===== src/inc/stos_regs.svh =====
// Register map, field positions and timing constants of the trigger output select block.
// Assumes an AXI4-Lite slave with 32-bit data and one word per register.
// Function
// - Two differential backplane trigger outputs, 0 and 1, each enabled by its own bit.
// - Reading a differential line enable returns 1 when enabled, 0 when disabled.
// - Front-panel port, when enabled, pulses once after each scan closure; never when disabled.
// - Front-panel pulses are negative-going: idle high, low during the pulse.
// - Eight logic-level backplane trigger lines, 0 to 7, each enabled by its own bit.
// - Enabled logic-level line pulses low after each scan closure; disabled lines stay idle.
// - At most one of eleven outputs enabled; enabling another clears the previous one.
// - Reading the front-panel enable returns 1 when enabled, 0 when disabled.
// - Reading a logic-level line enable returns 1 when enabled, 0 when disabled.
// - Reset command disables the front-panel trigger port.
// - Reset command disables every logic-level backplane trigger line.
`ifndef STOS_REGS_SVH
`define STOS_REGS_SVH
`define STOS_ADDR_W 4
`define STOS_OFF_ENABLE 4'h0
`define STOS_OFF_CMD 4'h4
`define STOS_OFF_STATUS 4'h8
`define STOS_ENABLE_W 11
`define STOS_ENABLE_RESET 11'h000
`define STOS_DIFF_LSB 0
`define STOS_DIFF_N 2
`define STOS_LOGIC_LSB 2
`define STOS_LOGIC_N 8
`define STOS_EXT_BIT 10
`define STOS_CMD_SEL_LSB 0
`define STOS_CMD_SEL_W 4
`define STOS_CMD_ON_BIT 4
`define STOS_CMD_RST_BIT 8
`define STOS_SEL_MAX 4'hA
`define STOS_STAT_ACTIVE_BIT 0
`define STOS_STAT_COUNT_LSB 16
`define STOS_STAT_COUNT_W 16
`define STOS_PULSE_NS 80
`define STOS_CLK_NS 8
`define STOS_RESP_OKAY 2'h0
`define STOS_RESP_SLVERR 2'h2
`endif


===== src/inc/stos_pkg.sv =====
// Types shared by the trigger output select block.
// Assumes the constants header is included alongside.
package stos_pkg;
  typedef enum logic [1:0] {
    STOS_PULSE_IDLE = 2'b00,
    STOS_PULSE_LOW = 2'b01
  } stos_pulse_state_type;
endpackage : stos_pkg


===== src/design/stos_onehot_enable.sv =====
// One-hot enable register for the eleven trigger outputs.
// Assumes single-cycle write strobes from the register slave.
`timescale 1ns/1ps
`include "stos_regs.svh"
module stos_onehot_enable (
  input wire logic core_clk,
  input wire logic rst_n,
  input wire logic soft_rst,
  input wire logic set_valid,
  input wire logic [`STOS_CMD_SEL_W-1:0] set_sel,
  input wire logic set_on,
  output logic [`STOS_ENABLE_W-1:0] enable
);
  typedef struct packed {
    logic [`STOS_ENABLE_W-1:0] en;
  } stos_en_state_type;
  stos_en_state_type state;
  stos_en_state_type next_state;

  function automatic logic [`STOS_ENABLE_W-1:0] stos_decode(input logic [`STOS_CMD_SEL_W-1:0] sel);
    logic [`STOS_ENABLE_W-1:0] v;
    v = '0;
    if (sel <= `STOS_SEL_MAX) begin
      v[sel] = 1'b1;
    end
    return v;
  endfunction : stos_decode

  always_comb begin
    next_state = state;
    if (soft_rst) begin
      next_state.en = `STOS_ENABLE_RESET;
    end else if (set_valid && (set_sel <= `STOS_SEL_MAX)) begin
      if (set_on) begin
        next_state.en = stos_decode(set_sel);
      end else begin
        next_state.en = state.en & ~stos_decode(set_sel);
      end
    end
  end

  always_ff @(posedge core_clk or negedge rst_n) begin
    if (!rst_n) begin
      state <= '{en: `STOS_ENABLE_RESET};
    end else begin
      state <= next_state;
    end
  end

  assign enable = state.en;

  property p_onehot;
    @(posedge core_clk) disable iff (!rst_n) $onehot0(enable);
  endproperty
  a_onehot: assert property (p_onehot) else $error("more than one trigger output enabled");

  property p_soft_rst;
    @(posedge core_clk) disable iff (!rst_n) soft_rst |=> (enable == '0);
  endproperty
  a_soft_rst: assert property (p_soft_rst) else $error("reset command left an output enabled");

  property p_select;
    @(posedge core_clk) disable iff (!rst_n)
      (set_valid && set_on && !soft_rst && set_sel <= `STOS_SEL_MAX) |=> (enable == stos_decode($past(set_sel)));
  endproperty
  a_select: assert property (p_select) else $error("enable did not take the selected output alone");
endmodule : stos_onehot_enable


===== src/design/stos_pulse_gen.sv =====
// Pulse generator fired by scan sequencer closures; pulse_active is high for the pulse.
// Assumes closure strobes are one-cycle pulses on core_clk.
`timescale 1ns/1ps
`include "stos_regs.svh"
module stos_pulse_gen #(
  parameter int PULSE_CYCLES = 10
) (
  input wire logic core_clk,
  input wire logic rst_n,
  input wire logic fire,
  output logic pulse_active
);
  localparam int CNT_W = $clog2(PULSE_CYCLES + 1);
  localparam logic [CNT_W-1:0] LAST = CNT_W'(PULSE_CYCLES - 1);
  typedef struct packed {
    stos_pkg::stos_pulse_state_type st;
    logic [CNT_W-1:0] cnt;
  } stos_pg_state_type;
  stos_pg_state_type state;
  stos_pg_state_type next_state;

  always_comb begin
    next_state = state;
    case (state.st)
      stos_pkg::STOS_PULSE_IDLE: begin
        if (fire) begin
          next_state.st = stos_pkg::STOS_PULSE_LOW;
          next_state.cnt = '0;
        end
      end
      stos_pkg::STOS_PULSE_LOW: begin
        // Closures during a pulse are dropped; a scan cannot outrun relay settling
        if (state.cnt == LAST) begin
          next_state.st = stos_pkg::STOS_PULSE_IDLE;
        end else begin
          next_state.cnt = state.cnt + CNT_W'(1);
        end
      end
      default: begin
        next_state.st = stos_pkg::STOS_PULSE_IDLE;
      end
    endcase
  end

  always_ff @(posedge core_clk or negedge rst_n) begin
    if (!rst_n) begin
      state <= '{st: stos_pkg::STOS_PULSE_IDLE, cnt: '0};
    end else begin
      state <= next_state;
    end
  end

  assign pulse_active = (state.st == stos_pkg::STOS_PULSE_LOW);

  property p_width;
    @(posedge core_clk) disable iff (!rst_n)
      $fell(pulse_active) |-> ($past(state.cnt) == LAST);
  endproperty
  a_width: assert property (p_width) else $error("pulse ended before or after its full width");

  property p_start;
    @(posedge core_clk) disable iff (!rst_n) (fire && !pulse_active) |=> pulse_active;
  endproperty
  a_start: assert property (p_start) else $error("closure did not start a pulse");
endmodule : stos_pulse_gen


===== src/design/stos_top.sv =====
// Trigger output select: AXI4-Lite register slave, one-hot output enables, active-low pulse outputs.
// Assumes the scan sequencer gives a one-cycle strobe per closure on core_clk.
//
// The register offsets and the AXI4-Lite interface to the registers were decided locally.
`timescale 1ns/1ps
`include "stos_regs.svh"
module stos_top #(
  parameter int PULSE_NS = `STOS_PULSE_NS
) (
  input wire logic core_clk,
  input wire logic rst_n,
  input wire logic [`STOS_ADDR_W-1:0] s_axi_awaddr,
  input wire logic s_axi_awvalid,
  output logic s_axi_awready,
  input wire logic [31:0] s_axi_wdata,
  input wire logic [3:0] s_axi_wstrb,
  input wire logic s_axi_wvalid,
  output logic s_axi_wready,
  output logic [1:0] s_axi_bresp,
  output logic s_axi_bvalid,
  input wire logic s_axi_bready,
  input wire logic [`STOS_ADDR_W-1:0] s_axi_araddr,
  input wire logic s_axi_arvalid,
  output logic s_axi_arready,
  output logic [31:0] s_axi_rdata,
  output logic [1:0] s_axi_rresp,
  output logic s_axi_rvalid,
  input wire logic s_axi_rready,
  input wire logic scan_close,
  output logic [`STOS_DIFF_N-1:0] diff_backplane_trigger_line_n,
  output logic [`STOS_LOGIC_N-1:0] logic_backplane_trigger_line_n,
  output logic ext_trig_out_n
);
  localparam int PULSE_CYCLES = (PULSE_NS + `STOS_CLK_NS - 1) / `STOS_CLK_NS;

  typedef struct packed {
    logic aw_held;
    logic [`STOS_ADDR_W-1:0] aw_addr;
    logic w_held;
    logic [31:0] w_data;
    logic [3:0] w_strb;
    logic bvalid;
    logic [1:0] bresp;
    logic rvalid;
    logic [1:0] rresp;
    logic [31:0] rdata;
    logic [`STOS_ENABLE_W-1:0] trig_out;
    logic [15:0] pulse_count;
  } stos_top_state_type;
  stos_top_state_type state;
  stos_top_state_type next_state;

  logic [`STOS_ENABLE_W-1:0] enable;
  logic pulse_active;
  logic do_write;
  logic set_valid;
  logic [`STOS_CMD_SEL_W-1:0] set_sel;
  logic set_on;
  logic soft_rst;
  logic [`STOS_ENABLE_W-1:0] wr_enable_word;
  logic [`STOS_ENABLE_W-1:0] wr_diff;

  // Only the sequencer strobe fires; direct close commands never reach this block
  stos_pulse_gen #(
    .PULSE_CYCLES(PULSE_CYCLES)
  ) u_pulse (
    .core_clk(core_clk),
    .rst_n(rst_n),
    .fire(scan_close),
    .pulse_active(pulse_active)
  );

  stos_onehot_enable u_enable (
    .core_clk(core_clk),
    .rst_n(rst_n),
    .soft_rst(soft_rst),
    .set_valid(set_valid),
    .set_sel(set_sel),
    .set_on(set_on),
    .enable(enable)
  );

  function automatic logic [`STOS_CMD_SEL_W-1:0] stos_first_set(input logic [`STOS_ENABLE_W-1:0] v);
    logic [`STOS_CMD_SEL_W-1:0] idx;
    idx = '0;
    for (int i = `STOS_ENABLE_W - 1; i >= 0; i--) begin
      if (v[i]) begin
        idx = `STOS_CMD_SEL_W'(i);
      end
    end
    return idx;
  endfunction : stos_first_set

  function automatic logic stos_addr_ok(input logic [`STOS_ADDR_W-1:0] a);
    return (a == `STOS_OFF_ENABLE) || (a == `STOS_OFF_CMD) || (a == `STOS_OFF_STATUS);
  endfunction : stos_addr_ok

  assign s_axi_awready = !state.aw_held && !state.bvalid;
  assign s_axi_wready = !state.w_held && !state.bvalid;
  assign s_axi_arready = !state.rvalid;
  assign do_write = state.aw_held && state.w_held && !state.bvalid;
  assign wr_enable_word = state.w_data[`STOS_ENABLE_W-1:0];
  assign wr_diff = wr_enable_word ^ enable;

  // Writes to the enable word set the lowest newly named bit, or clear the current one
  always_comb begin
    set_valid = 1'b0;
    set_sel = '0;
    set_on = 1'b0;
    soft_rst = 1'b0;
    if (do_write && state.w_strb[0]) begin
      if (state.aw_addr == `STOS_OFF_CMD) begin
        soft_rst = state.w_data[`STOS_CMD_RST_BIT] && state.w_strb[1];
        set_valid = 1'b1;
        set_sel = state.w_data[`STOS_CMD_SEL_LSB +: `STOS_CMD_SEL_W];
        set_on = state.w_data[`STOS_CMD_ON_BIT];
      end else if (state.aw_addr == `STOS_OFF_ENABLE && state.w_strb[1]) begin
        set_valid = (wr_diff != '0);
        set_sel = stos_first_set(wr_diff & wr_enable_word);
        set_on = ((wr_diff & wr_enable_word) != '0);
        if (!set_on) begin
          set_sel = stos_first_set(wr_diff);
        end
      end
    end
  end

  always_comb begin
    next_state = state;
    if (s_axi_awvalid && s_axi_awready) begin
      next_state.aw_held = 1'b1;
      next_state.aw_addr = s_axi_awaddr;
    end
    if (s_axi_wvalid && s_axi_wready) begin
      next_state.w_held = 1'b1;
      next_state.w_data = s_axi_wdata;
      next_state.w_strb = s_axi_wstrb;
    end
    if (do_write) begin
      next_state.aw_held = 1'b0;
      next_state.w_held = 1'b0;
      next_state.bvalid = 1'b1;
      next_state.bresp = stos_addr_ok(state.aw_addr) ? `STOS_RESP_OKAY : `STOS_RESP_SLVERR;
    end
    if (state.bvalid && s_axi_bready) begin
      next_state.bvalid = 1'b0;
    end
    if (s_axi_arvalid && s_axi_arready) begin
      next_state.rvalid = 1'b1;
      next_state.rresp = `STOS_RESP_OKAY;
      next_state.rdata = '0;
      case (s_axi_araddr)
        `STOS_OFF_ENABLE: begin
          next_state.rdata[`STOS_ENABLE_W-1:0] = enable;
        end
        `STOS_OFF_CMD: begin
          next_state.rdata = '0;
        end
        `STOS_OFF_STATUS: begin
          next_state.rdata[`STOS_STAT_ACTIVE_BIT] = pulse_active;
          next_state.rdata[`STOS_STAT_COUNT_LSB +: `STOS_STAT_COUNT_W] = state.pulse_count;
        end
        default: begin
          next_state.rresp = `STOS_RESP_SLVERR;
        end
      endcase
    end else if (state.rvalid && s_axi_rready) begin
      next_state.rvalid = 1'b0;
    end
    // Drive low only on the enabled line; registered so the pins never glitch
    next_state.trig_out = pulse_active ? enable : '0;
    if (scan_close && !pulse_active && enable != '0) begin
      next_state.pulse_count = state.pulse_count + 16'h0001;
    end
    if (soft_rst) begin
      next_state.pulse_count = '0;
    end
  end

  always_ff @(posedge core_clk or negedge rst_n) begin
    if (!rst_n) begin
      state <= '0;
    end else begin
      state <= next_state;
    end
  end

  // Idle high, low for the pulse
  assign diff_backplane_trigger_line_n = ~state.trig_out[`STOS_DIFF_LSB +: `STOS_DIFF_N];
  assign logic_backplane_trigger_line_n = ~state.trig_out[`STOS_LOGIC_LSB +: `STOS_LOGIC_N];
  assign ext_trig_out_n = ~state.trig_out[`STOS_EXT_BIT];
  assign s_axi_bvalid = state.bvalid;
  assign s_axi_bresp = state.bresp;
  assign s_axi_rvalid = state.rvalid;
  assign s_axi_rresp = state.rresp;
  assign s_axi_rdata = state.rdata;
  // Another switchbox sharing a line is kept off it by the controller, not by this block

  property p_disabled_idle;
    @(posedge core_clk) disable iff (!rst_n) !enable[`STOS_EXT_BIT] |=> ext_trig_out_n;
  endproperty
  a_disabled_idle: assert property (p_disabled_idle) else $error("disabled front port pulsed");

  property p_logic_pulse;
    @(posedge core_clk) disable iff (!rst_n)
      (pulse_active && enable[`STOS_LOGIC_LSB]) |=> !logic_backplane_trigger_line_n[0];
  endproperty
  a_logic_pulse: assert property (p_logic_pulse) else $error("enabled logic line did not go low");

  property p_neg_going;
    @(posedge core_clk) disable iff (!rst_n) !pulse_active |=> (ext_trig_out_n && &logic_backplane_trigger_line_n);
  endproperty
  a_neg_going: assert property (p_neg_going) else $error("trigger low outside a pulse");

  property p_readback;
    @(posedge core_clk) disable iff (!rst_n)
      (s_axi_arvalid && s_axi_arready && s_axi_araddr == `STOS_OFF_ENABLE)
      |=> (s_axi_rvalid && s_axi_rdata[`STOS_ENABLE_W-1:0] == $past(enable));
  endproperty
  a_readback: assert property (p_readback) else $error("enable readback mismatch");
endmodule : stos_top


===== config.mk =====
export PLATFORM = sky130hd
export DESIGN_NAME = stos_top
export DESIGN_NICKNAME = d
export VERILOG_FILES = /design/src/inc/stos_pkg.sv /design/src/design/stos_onehot_enable.sv /design/src/design/stos_pulse_gen.sv /design/src/design/stos_top.sv
export VERILOG_INCLUDE_DIRS = /design/src /design/src/inc
export SDC_FILE = /design/constraint.sdc
export NUM_CORES = 1
export LEC_CHECK = 0
export BUFFER_PORTS_ARGS = -buffer_cell sky130_fd_sc_hd__clkbuf_2
export CORE_MARGIN = 3
export CORE_UTILIZATION = 40
export DETAILED_ROUTE_END_ITERATION = 10
export GPL_ROUTABILITY_DRIVEN = 0
export GPL_TIMING_DRIVEN = 0
export PLACE_DENSITY = 0.74
export SETUP_SLACK_MARGIN = 0.5
export SKIP_CTS_REPAIR_TIMING = 1
export SYNTH_ARGS = -nofsm -noshare
export SYNTH_HDL_FRONTEND = slang
export SYNTH_SLANG_ARGS = --single-unit

===== constraint.sdc =====
create_clock -name core_clk -period 2.5 [get_ports core_clk]
set_input_delay 0.125 -clock core_clk [delete_from_list [all_inputs] [get_ports core_clk]]
set_output_delay 0.125 -clock core_clk [all_outputs]
set_load 0.005 [all_outputs]

==> impl_metrics.json, run 1 <==
{
  "whs_path_depth": 3,
  "net-switching-power_mw": 1.745,
  "synth_edf_count": 0,
  "cts_buffers": 9,
  "powerDensity_nw_per_um2": 830.4,
  "core_area_um2": 11610,
  "ys.flop_type": "dfrtp_1",
  "highest_layer": "met4",
  "numPortBuffers": 73,
  "p_comb_frac": 0.326,
  "slew_viol_final": 0,
  "fin_ws_ns": -0.3091,
  "grt_max_degree": 64,
  "drcViolationCount": 0,
  "synth_cells": 464,
  "antenna_found_initial": 0,
  "switching_share": 0.3415,
  "die_area_um2": 13470,
  "route.met2.wl_um": 5565,
  "max-vdd-ir-drop_v": 0.0007090,
  "wl_per_cell_um": 15.85,
  "insertedDiodeCount": 0,
  "cpMaxStageDelayCell": "or4_4",
  "insertion_delay_ns": 0.34,
  "layout.nets": 641,
  "fmax_mhz": 356.0,
  "vias": 3784,
  "avgSynthCellArea_um2": 10.44,
  "period_needed_ns": 2.809,
  "maxCapViolations": 0,
  "pwr-share-clk": 0.267,
  "cts_tree": "yes",
  "ys_ff_latch": 93,
  "synth.distinct_cells": 58,
  "htreeDepth": 3,
  "crit_family": "compound AO/OA/AOI/OAI gates",
  "place_ws_ns": -0.4221,
  "worstPathCellList": "ha_2, or4_4, o311ai_4, nor2_2, a22oi_4, a21boi_4, o21a_2, o21a_4, a211o_1",
  "post-dp-hpwl_um": 8141,
  "final_cell_mix": "84 x dfrtp_1, 76 x clkbuf_2, 53 x buf_4",
  "violations": "setup timing",
  "rsz0062_at_grt": "true",
  "p_int_mw": 3.364,
  "row_count": 39,
  "fin_crit_sh": 1.124,
  "synth_area_leaders": "dfrtp_1 48%, buf_4 5.7%, a22o_1 5.2%",
  "outcome": "complete, but fails checks",
  "syn_to_final_growth_pct": 27.02,
  "drive_gt1_frac": 0.3862,
  "synth-seq-area-share": 0.4805,
  "seqPwrFrac": 0.407,
  "die_h_um": 116.0,
  "final-seq-area_um2": 2338,
  "cts.sinks": 93,
  "worst_pin_slew_ns": 0.6386,
  "hold_path.class": "in -> reg",
  "finClkSkew_ns": 0.01040,
  "cp.depth": 9,
  "clk_pin_slew_ns": 0.07,
  "r2r_cells": 9,
  "die_w_um": 116.0,
  "grt_overflow": 0,
  "grt_pass1_wl_um": 17770,
  "cp_data_required_time_ns": 2.73,
  "start_util": 0.4170,
  "final_common_cell": "dfrtp_1",
  "setup_viol": 11,
  "routed_wl_um": 11460,
  "worst_setup_path_start_kind": "flop",
  "track_usage": 0.1671,
  "grt_pass1_vias": 3540,
  "synth_area_um2": 4843,
  "path_buf_inv": 0,
  "cts-root-buf": "clkbuf_16",
  "max_stage_delay_ns": 0.59,
  "endpoint_kind": "flop",
  "slew-limit-headroom": 0.5724,
  "crit_arrival_ns": 3.04,
  "cts_max_path_buffers": 2,
  "dr_wl_met3_um": 596,
  "worst-path-max-fanout": 7,
  "finalSetupTns_ns": -2.772,
  "vias_per_cell": 5.234,
  "yosysWarnings": 0,
  "hold_viol": 0,
  "antenna_left": 0,
  "synth_top_area_share": 0.4805,
  "initialDrtViolationCount": 221,
  "drtPass1Iterations": 4,
  "multi_input_area_um2": 2326,
  "io_pins": 104,
  "critPathKind": "reg -> reg",
  "synth_top_cell_by_area": "dfrtp_1",
  "wl_met1_um": 5097,
  "fill_cells": 1041,
  "async_reset_ff_frac": 1.000,
  "p_leak_nw": 3.030
}
final timing paths:
check                                                 end  slack [ns]                        from
setup / recovery           u_enable.enable[5]$_DFFE_PN0P_       -0.31       state[72]$_DFFE_PN0P_
hold / removal                     state[104]$_DFFE_PN0P_       0.003             s_axi_awaddr[2]
setup reg to reg           u_enable.enable[5]$_DFFE_PN0P_       -0.31       state[72]$_DFFE_PN0P_
hold reg to reg                s_axi_bresp[1]$_DFFE_PN0P_        0.51  s_axi_bresp[1]$_DFFE_PN0P_
max in group asynchronous  u_enable.enable[4]$_DFFE_PN0P_        1.54                       rst_n
min in group asynchronous     s_axi_rdata[29]$_DFFE_PN0P_        0.29                       rst_n
worst reg2reg max path, delay by kind of cell (launching register included):
| family | cells | cell delay, ns |
|---|---|---|
| AOI/OAI and AO/OA | 6 | 1.39 |
| and+or+nand+nor | 2 | 0.67 |
| DFF | 1 | 0.42 |
| adders and majority gates | 1 | 0.21 |
per-stage QoR:
stage	cell area (um^2)	cells	hold WS (ns)	power, mW	utilization
floorplan	4918	470	-0.1706	3.094	-
global placement	5463	686	0.3078	3.442	0.4704
detailed placement	5493	687	0.1195	3.562	0.4730
CTS	5783	703	-0.2522	4.947	0.4980
global route	6152	723	0.01358	5.414	0.5297
finish	6152	723	0.003214	5.109	0.5297
cells by family after synthesis:
kind of cell,share of synthesized area
buffers and inverters,0.09455
AO/OA/AOI/OAI,0.1439
adder cells (fa/ha/maj),0.03617
flip-flops,0.4805
XOR/XNOR,0.03074
other,0.0007743
AND/OR/NAND/NOR,0.1615
multiplexers,0.05192
routing by layer:
metal,global-route usage,vias to the layer above
li1,-,1815
met1,0.2264,1839
met2,0.2693,115
met3,0.03238,15
met4,0.05800,0
met5,0,-
final cells by class:
type / instances / area share
Timing Repair Buffer: 94 / 0.09030
Clock buffer: 11 / 0.03783
Tap cell: 143 / 0.02908
Buffer: 49 / 0.05328
Inverter: 36 / 0.02196
Clock inverter: 5 / 0.009355
Multi-Input combinational cell: 292 / 0.3781
Sequential cell: 93 / 0.3801
sequential cells by signal (all words and copies together) (netlist names):
| signal | count |
|---|---|
| s_axi_bresp | 1 |
| s_axi_bvalid | 1 |
| s_axi_rdata | 27 |
| s_axi_rresp | 1 |
| s_axi_rvalid | 1 |
| state | 46 |
| u_enable.enable | 11 |
| u_pulse.state | 5 |
cells in the mapped netlist, types with 3 or more instances:
library cell	count
and3_1	8
and4_1	3
nand3b_1	3
buf_4	37
nor2b_1	4
o21ai_0	14
nor3_1	5
xor2_1	13
a21oi_1	5
nand4_1	8
a31oi_1	3
or3_1	4
a22o_1	29
ha_1	14
and2_1	13
a21o_1	6
o31ai_1	6
nand2b_1	3
clkbuf_1	12
mux2i_1	6
nor2_1	30
xnor2_1	4
nand2_1	35
inv_1	36
dfrtp_1	93
a211oi_1	3
nor4_1	3
nand3_1	11
mux2_2	17
power groups by stage:
stage	Clock, mW	Combinational, mW	Sequential (mW)
floorplan	0	1.09	2.01
global placement	0	1.37	2.07
detailed placement	0	1.47	2.09
CTS	1.40	1.48	2.07
global route	1.46	1.84	2.12
finish	1.36	1.66	2.08
(Power assumes the default switching activity.)
==> run 2: changes to the inputs <==
- BUFFER_PORTS_ARGS: -buffer_cell sky130_fd_sc_hd__clkbuf_2 -> -buffer_cell sky130_fd_sc_hd__buf_4
==> impl_metrics.json, run 2 (same netlist as run 1, synthesis figures left out) <==
{
  "outcome": "complete, but fails checks",
  "violations": "hold timing, setup timing",
  "rsz0062_at_grt": "true",
  "dpl-instance-area_um2": 5645,
  "io_pins": 104,
  "vias": 3848,
  "path_buf_inv": 2,
  "finalSetupTns_ns": -3.380,
  "post-dp-hpwl_um": 7836,
  "fmax_mhz": 350.3,
  "initialDrtViolationCount": 218,
  "numPortBuffers": 73,
  "antenna_left": 0,
  "r2r_cells": 11,
  "cts-root-buf": "clkbuf_16",
  "start_util": 0.4170,
  "syn_to_final_growth_pct": 29.37,
  "r2r-end": "u_enable.enable[10]$_DFFE_PN0P_",
  "slew_viol_final": 0,
  "drtPass1Iterations": 4,
  "die_area_um2": 13470,
  "hold_viol": 2,
  "antenna_found_initial": 0,
  "p_comb_frac": 0.329,
  "seqPwrFrac": 0.413,
  "final_cell_count_no_fill": 724,
  "die_w_um": 116.0,
  "worst-path-max-fanout": 5,
  "max-vdd-ir-drop_v": 0.0005708,
  "hp-start": "s_axi_bready",
  "drive_gt1_frac": 0.3735,
  "cp_data_required_time_ns": 2.73,
  "vias_per_cell": 5.315,
  "die_h_um": 116.0,
  "regMostFlops": "state",
  "powerDensity_nw_per_um2": 804.5,
  "placed_cells": 686,
  "hold_path.class": "in -> reg",
  "insertion_delay_ns": 0.35,
  "endpoint_kind": "flop",
  "worst_setup_path_start_kind": "flop",
  "cts_tree": "yes",
  "drcViolationCount": 0,
  "cts.sinks": 93,
  "grt_pass1_vias": 3637,
  "crit_family": "simple AND/OR/NAND/NOR gates",
  "switching_share": 0.3453,
  "critPathKind": "reg -> reg",
  "worstPathCellList": "inv_2, ha_4, or4_4, nor3_4, nand3_2, o211ai_4, a21boi_4, nor4b_4, buf_4, a32oi_2, o31ai_1",
  "clk_pin_slew_ns": 0.07,
  "whs_path_depth": 2,
  "setup_viol": 11,
  "net-switching-power_mw": 1.740,
  "cpMaxStageDelayCell": "or4_4",
  "wl_per_cell_um": 15.66,
  "cts_max_path_buffers": 2,
  "p_leak_nw": 3.068,
  "final_common_cell": "buf_4",
  "hold_end": "s_axi_bvalid$_DFFE_PN0P_",
  "htreeDepth": 3,
  "cts_buffers": 9,
  "routed_wl_um": 11340,
  "core_area_um2": 11610,
  "fin_crit_sh": 1.142,
  "largest_reg_flops": 46,
  "maxCapViolations": 0,
  "pwr-share-clk": 0.259,
  "setup.worst_path.start": "u_enable.enable[5]$_DFFE_PN0P_",
  "grt_overflow": 0,
  "track_usage": 0.1652,
  "fin_ws_ns": -0.3549,
  "max_stage_delay_ns": 0.59,
  "final_cell_mix": "130 x buf_4, 84 x dfrtp_1, 34 x nand2_1",
  "r2r-start": "u_enable.enable[5]$_DFFE_PN0P_",
  "crit_arrival_ns": 3.08,
  "finClkSkew_ns": 0.009004,
  "layout.nets": 642,
  "insertedDiodeCount": 0,
  "worst_pin_slew_ns": 1.152,
  "fin_area_um2": 6266,
  "p_int_mw": 3.301,
  "row_count": 39,
  "period_needed_ns": 2.855,
  "grt_pass1_wl_um": 17700,
  "slew-limit-headroom": 0.2320,
  "grt_max_degree": 94,
  "r2r_slack_ns": -0.35,
  "holdWs_ns": -0.03564,
  "fin_util": 0.5395
}
==> run 2: how the worst max path moves through the flow <==
stage,endpoint,slack [ns],depth (start not counted)
5_1_grt,u_enable.enable[9]$_DFFE_PN0P_,-0.44,9
3_5_place_dp,u_enable.enable[6]$_DFFE_PN0P_,-0.39,10
4_1_cts,u_enable.enable[10]$_DFFE_PN0P_,-0.47,10
3_3_place_gp,u_enable.enable[6]$_DFFE_PN0P_,-0.38,10
6_report,u_enable.enable[10]$_DFFE_PN0P_,-0.35,11
2_1_floorplan,u_enable.enable[3]$_DFFE_PN0P_,-0.11,10
==> run 2: worst register-to-register path: cells and delay by family (launching register included) <==
kind	cells	cell delay [ns]
and+or+nand+nor	4	1.09
AOI/OAI and AO/OA	4	0.81
DFF	1	0.44
buffers and inverters	2	0.24
adders and majority gates	1	0.16
==> run 2: layout make-up <==
type                            instances  area, um^2
Buffer                                 49       325.3
Clock buffer                           10       229.0
Clock inverter                          6       53.80
Fill cell                            1001        5348
Inverter                               36       135.1
Multi-Input combinational cell        292        2287
Sequential cell                        93        2338
Tap cell                              143       178.9
Timing Repair Buffer                   95       718.2
==> run 2: power groups by stage <==
stage / registers, mW / logic, mW / clock network, mW
finish: 2.08 / 1.66 / 1.30
global route: 2.12 / 1.84 / 1.40
CTS: 2.06 / 1.50 / 1.33
detailed placement: 2.09 / 1.49 / 0
global placement: 2.07 / 1.43 / 0
floorplan: 2.01 / 1.09 / 0
==> run 2: through the flow <==
step | power, mW | setup slack, ns
CTS | 4.902 | -0.4747
floorplan | 3.094 | -0.1093
detailed placement | 3.584 | -0.3860
finish | 5.041 | -0.3549
global route | 5.350 | -0.4362
global placement | 3.497 | -0.3848
==> run 2: per-layer routing <==
layer / global-route usage / share of wire / wire length, um / vias to the layer above
met5: 0 / 0 / 0 / -
met4: 0.07038 / 0.027 / 306 / 0
met3: 0.02872 / 0.051 / 575 / 30
met2: 0.2666 / 0.48 / 5461 / 138
met1: 0.2200 / 0.44 / 4995 / 1862
li1: - / - / - / 1818
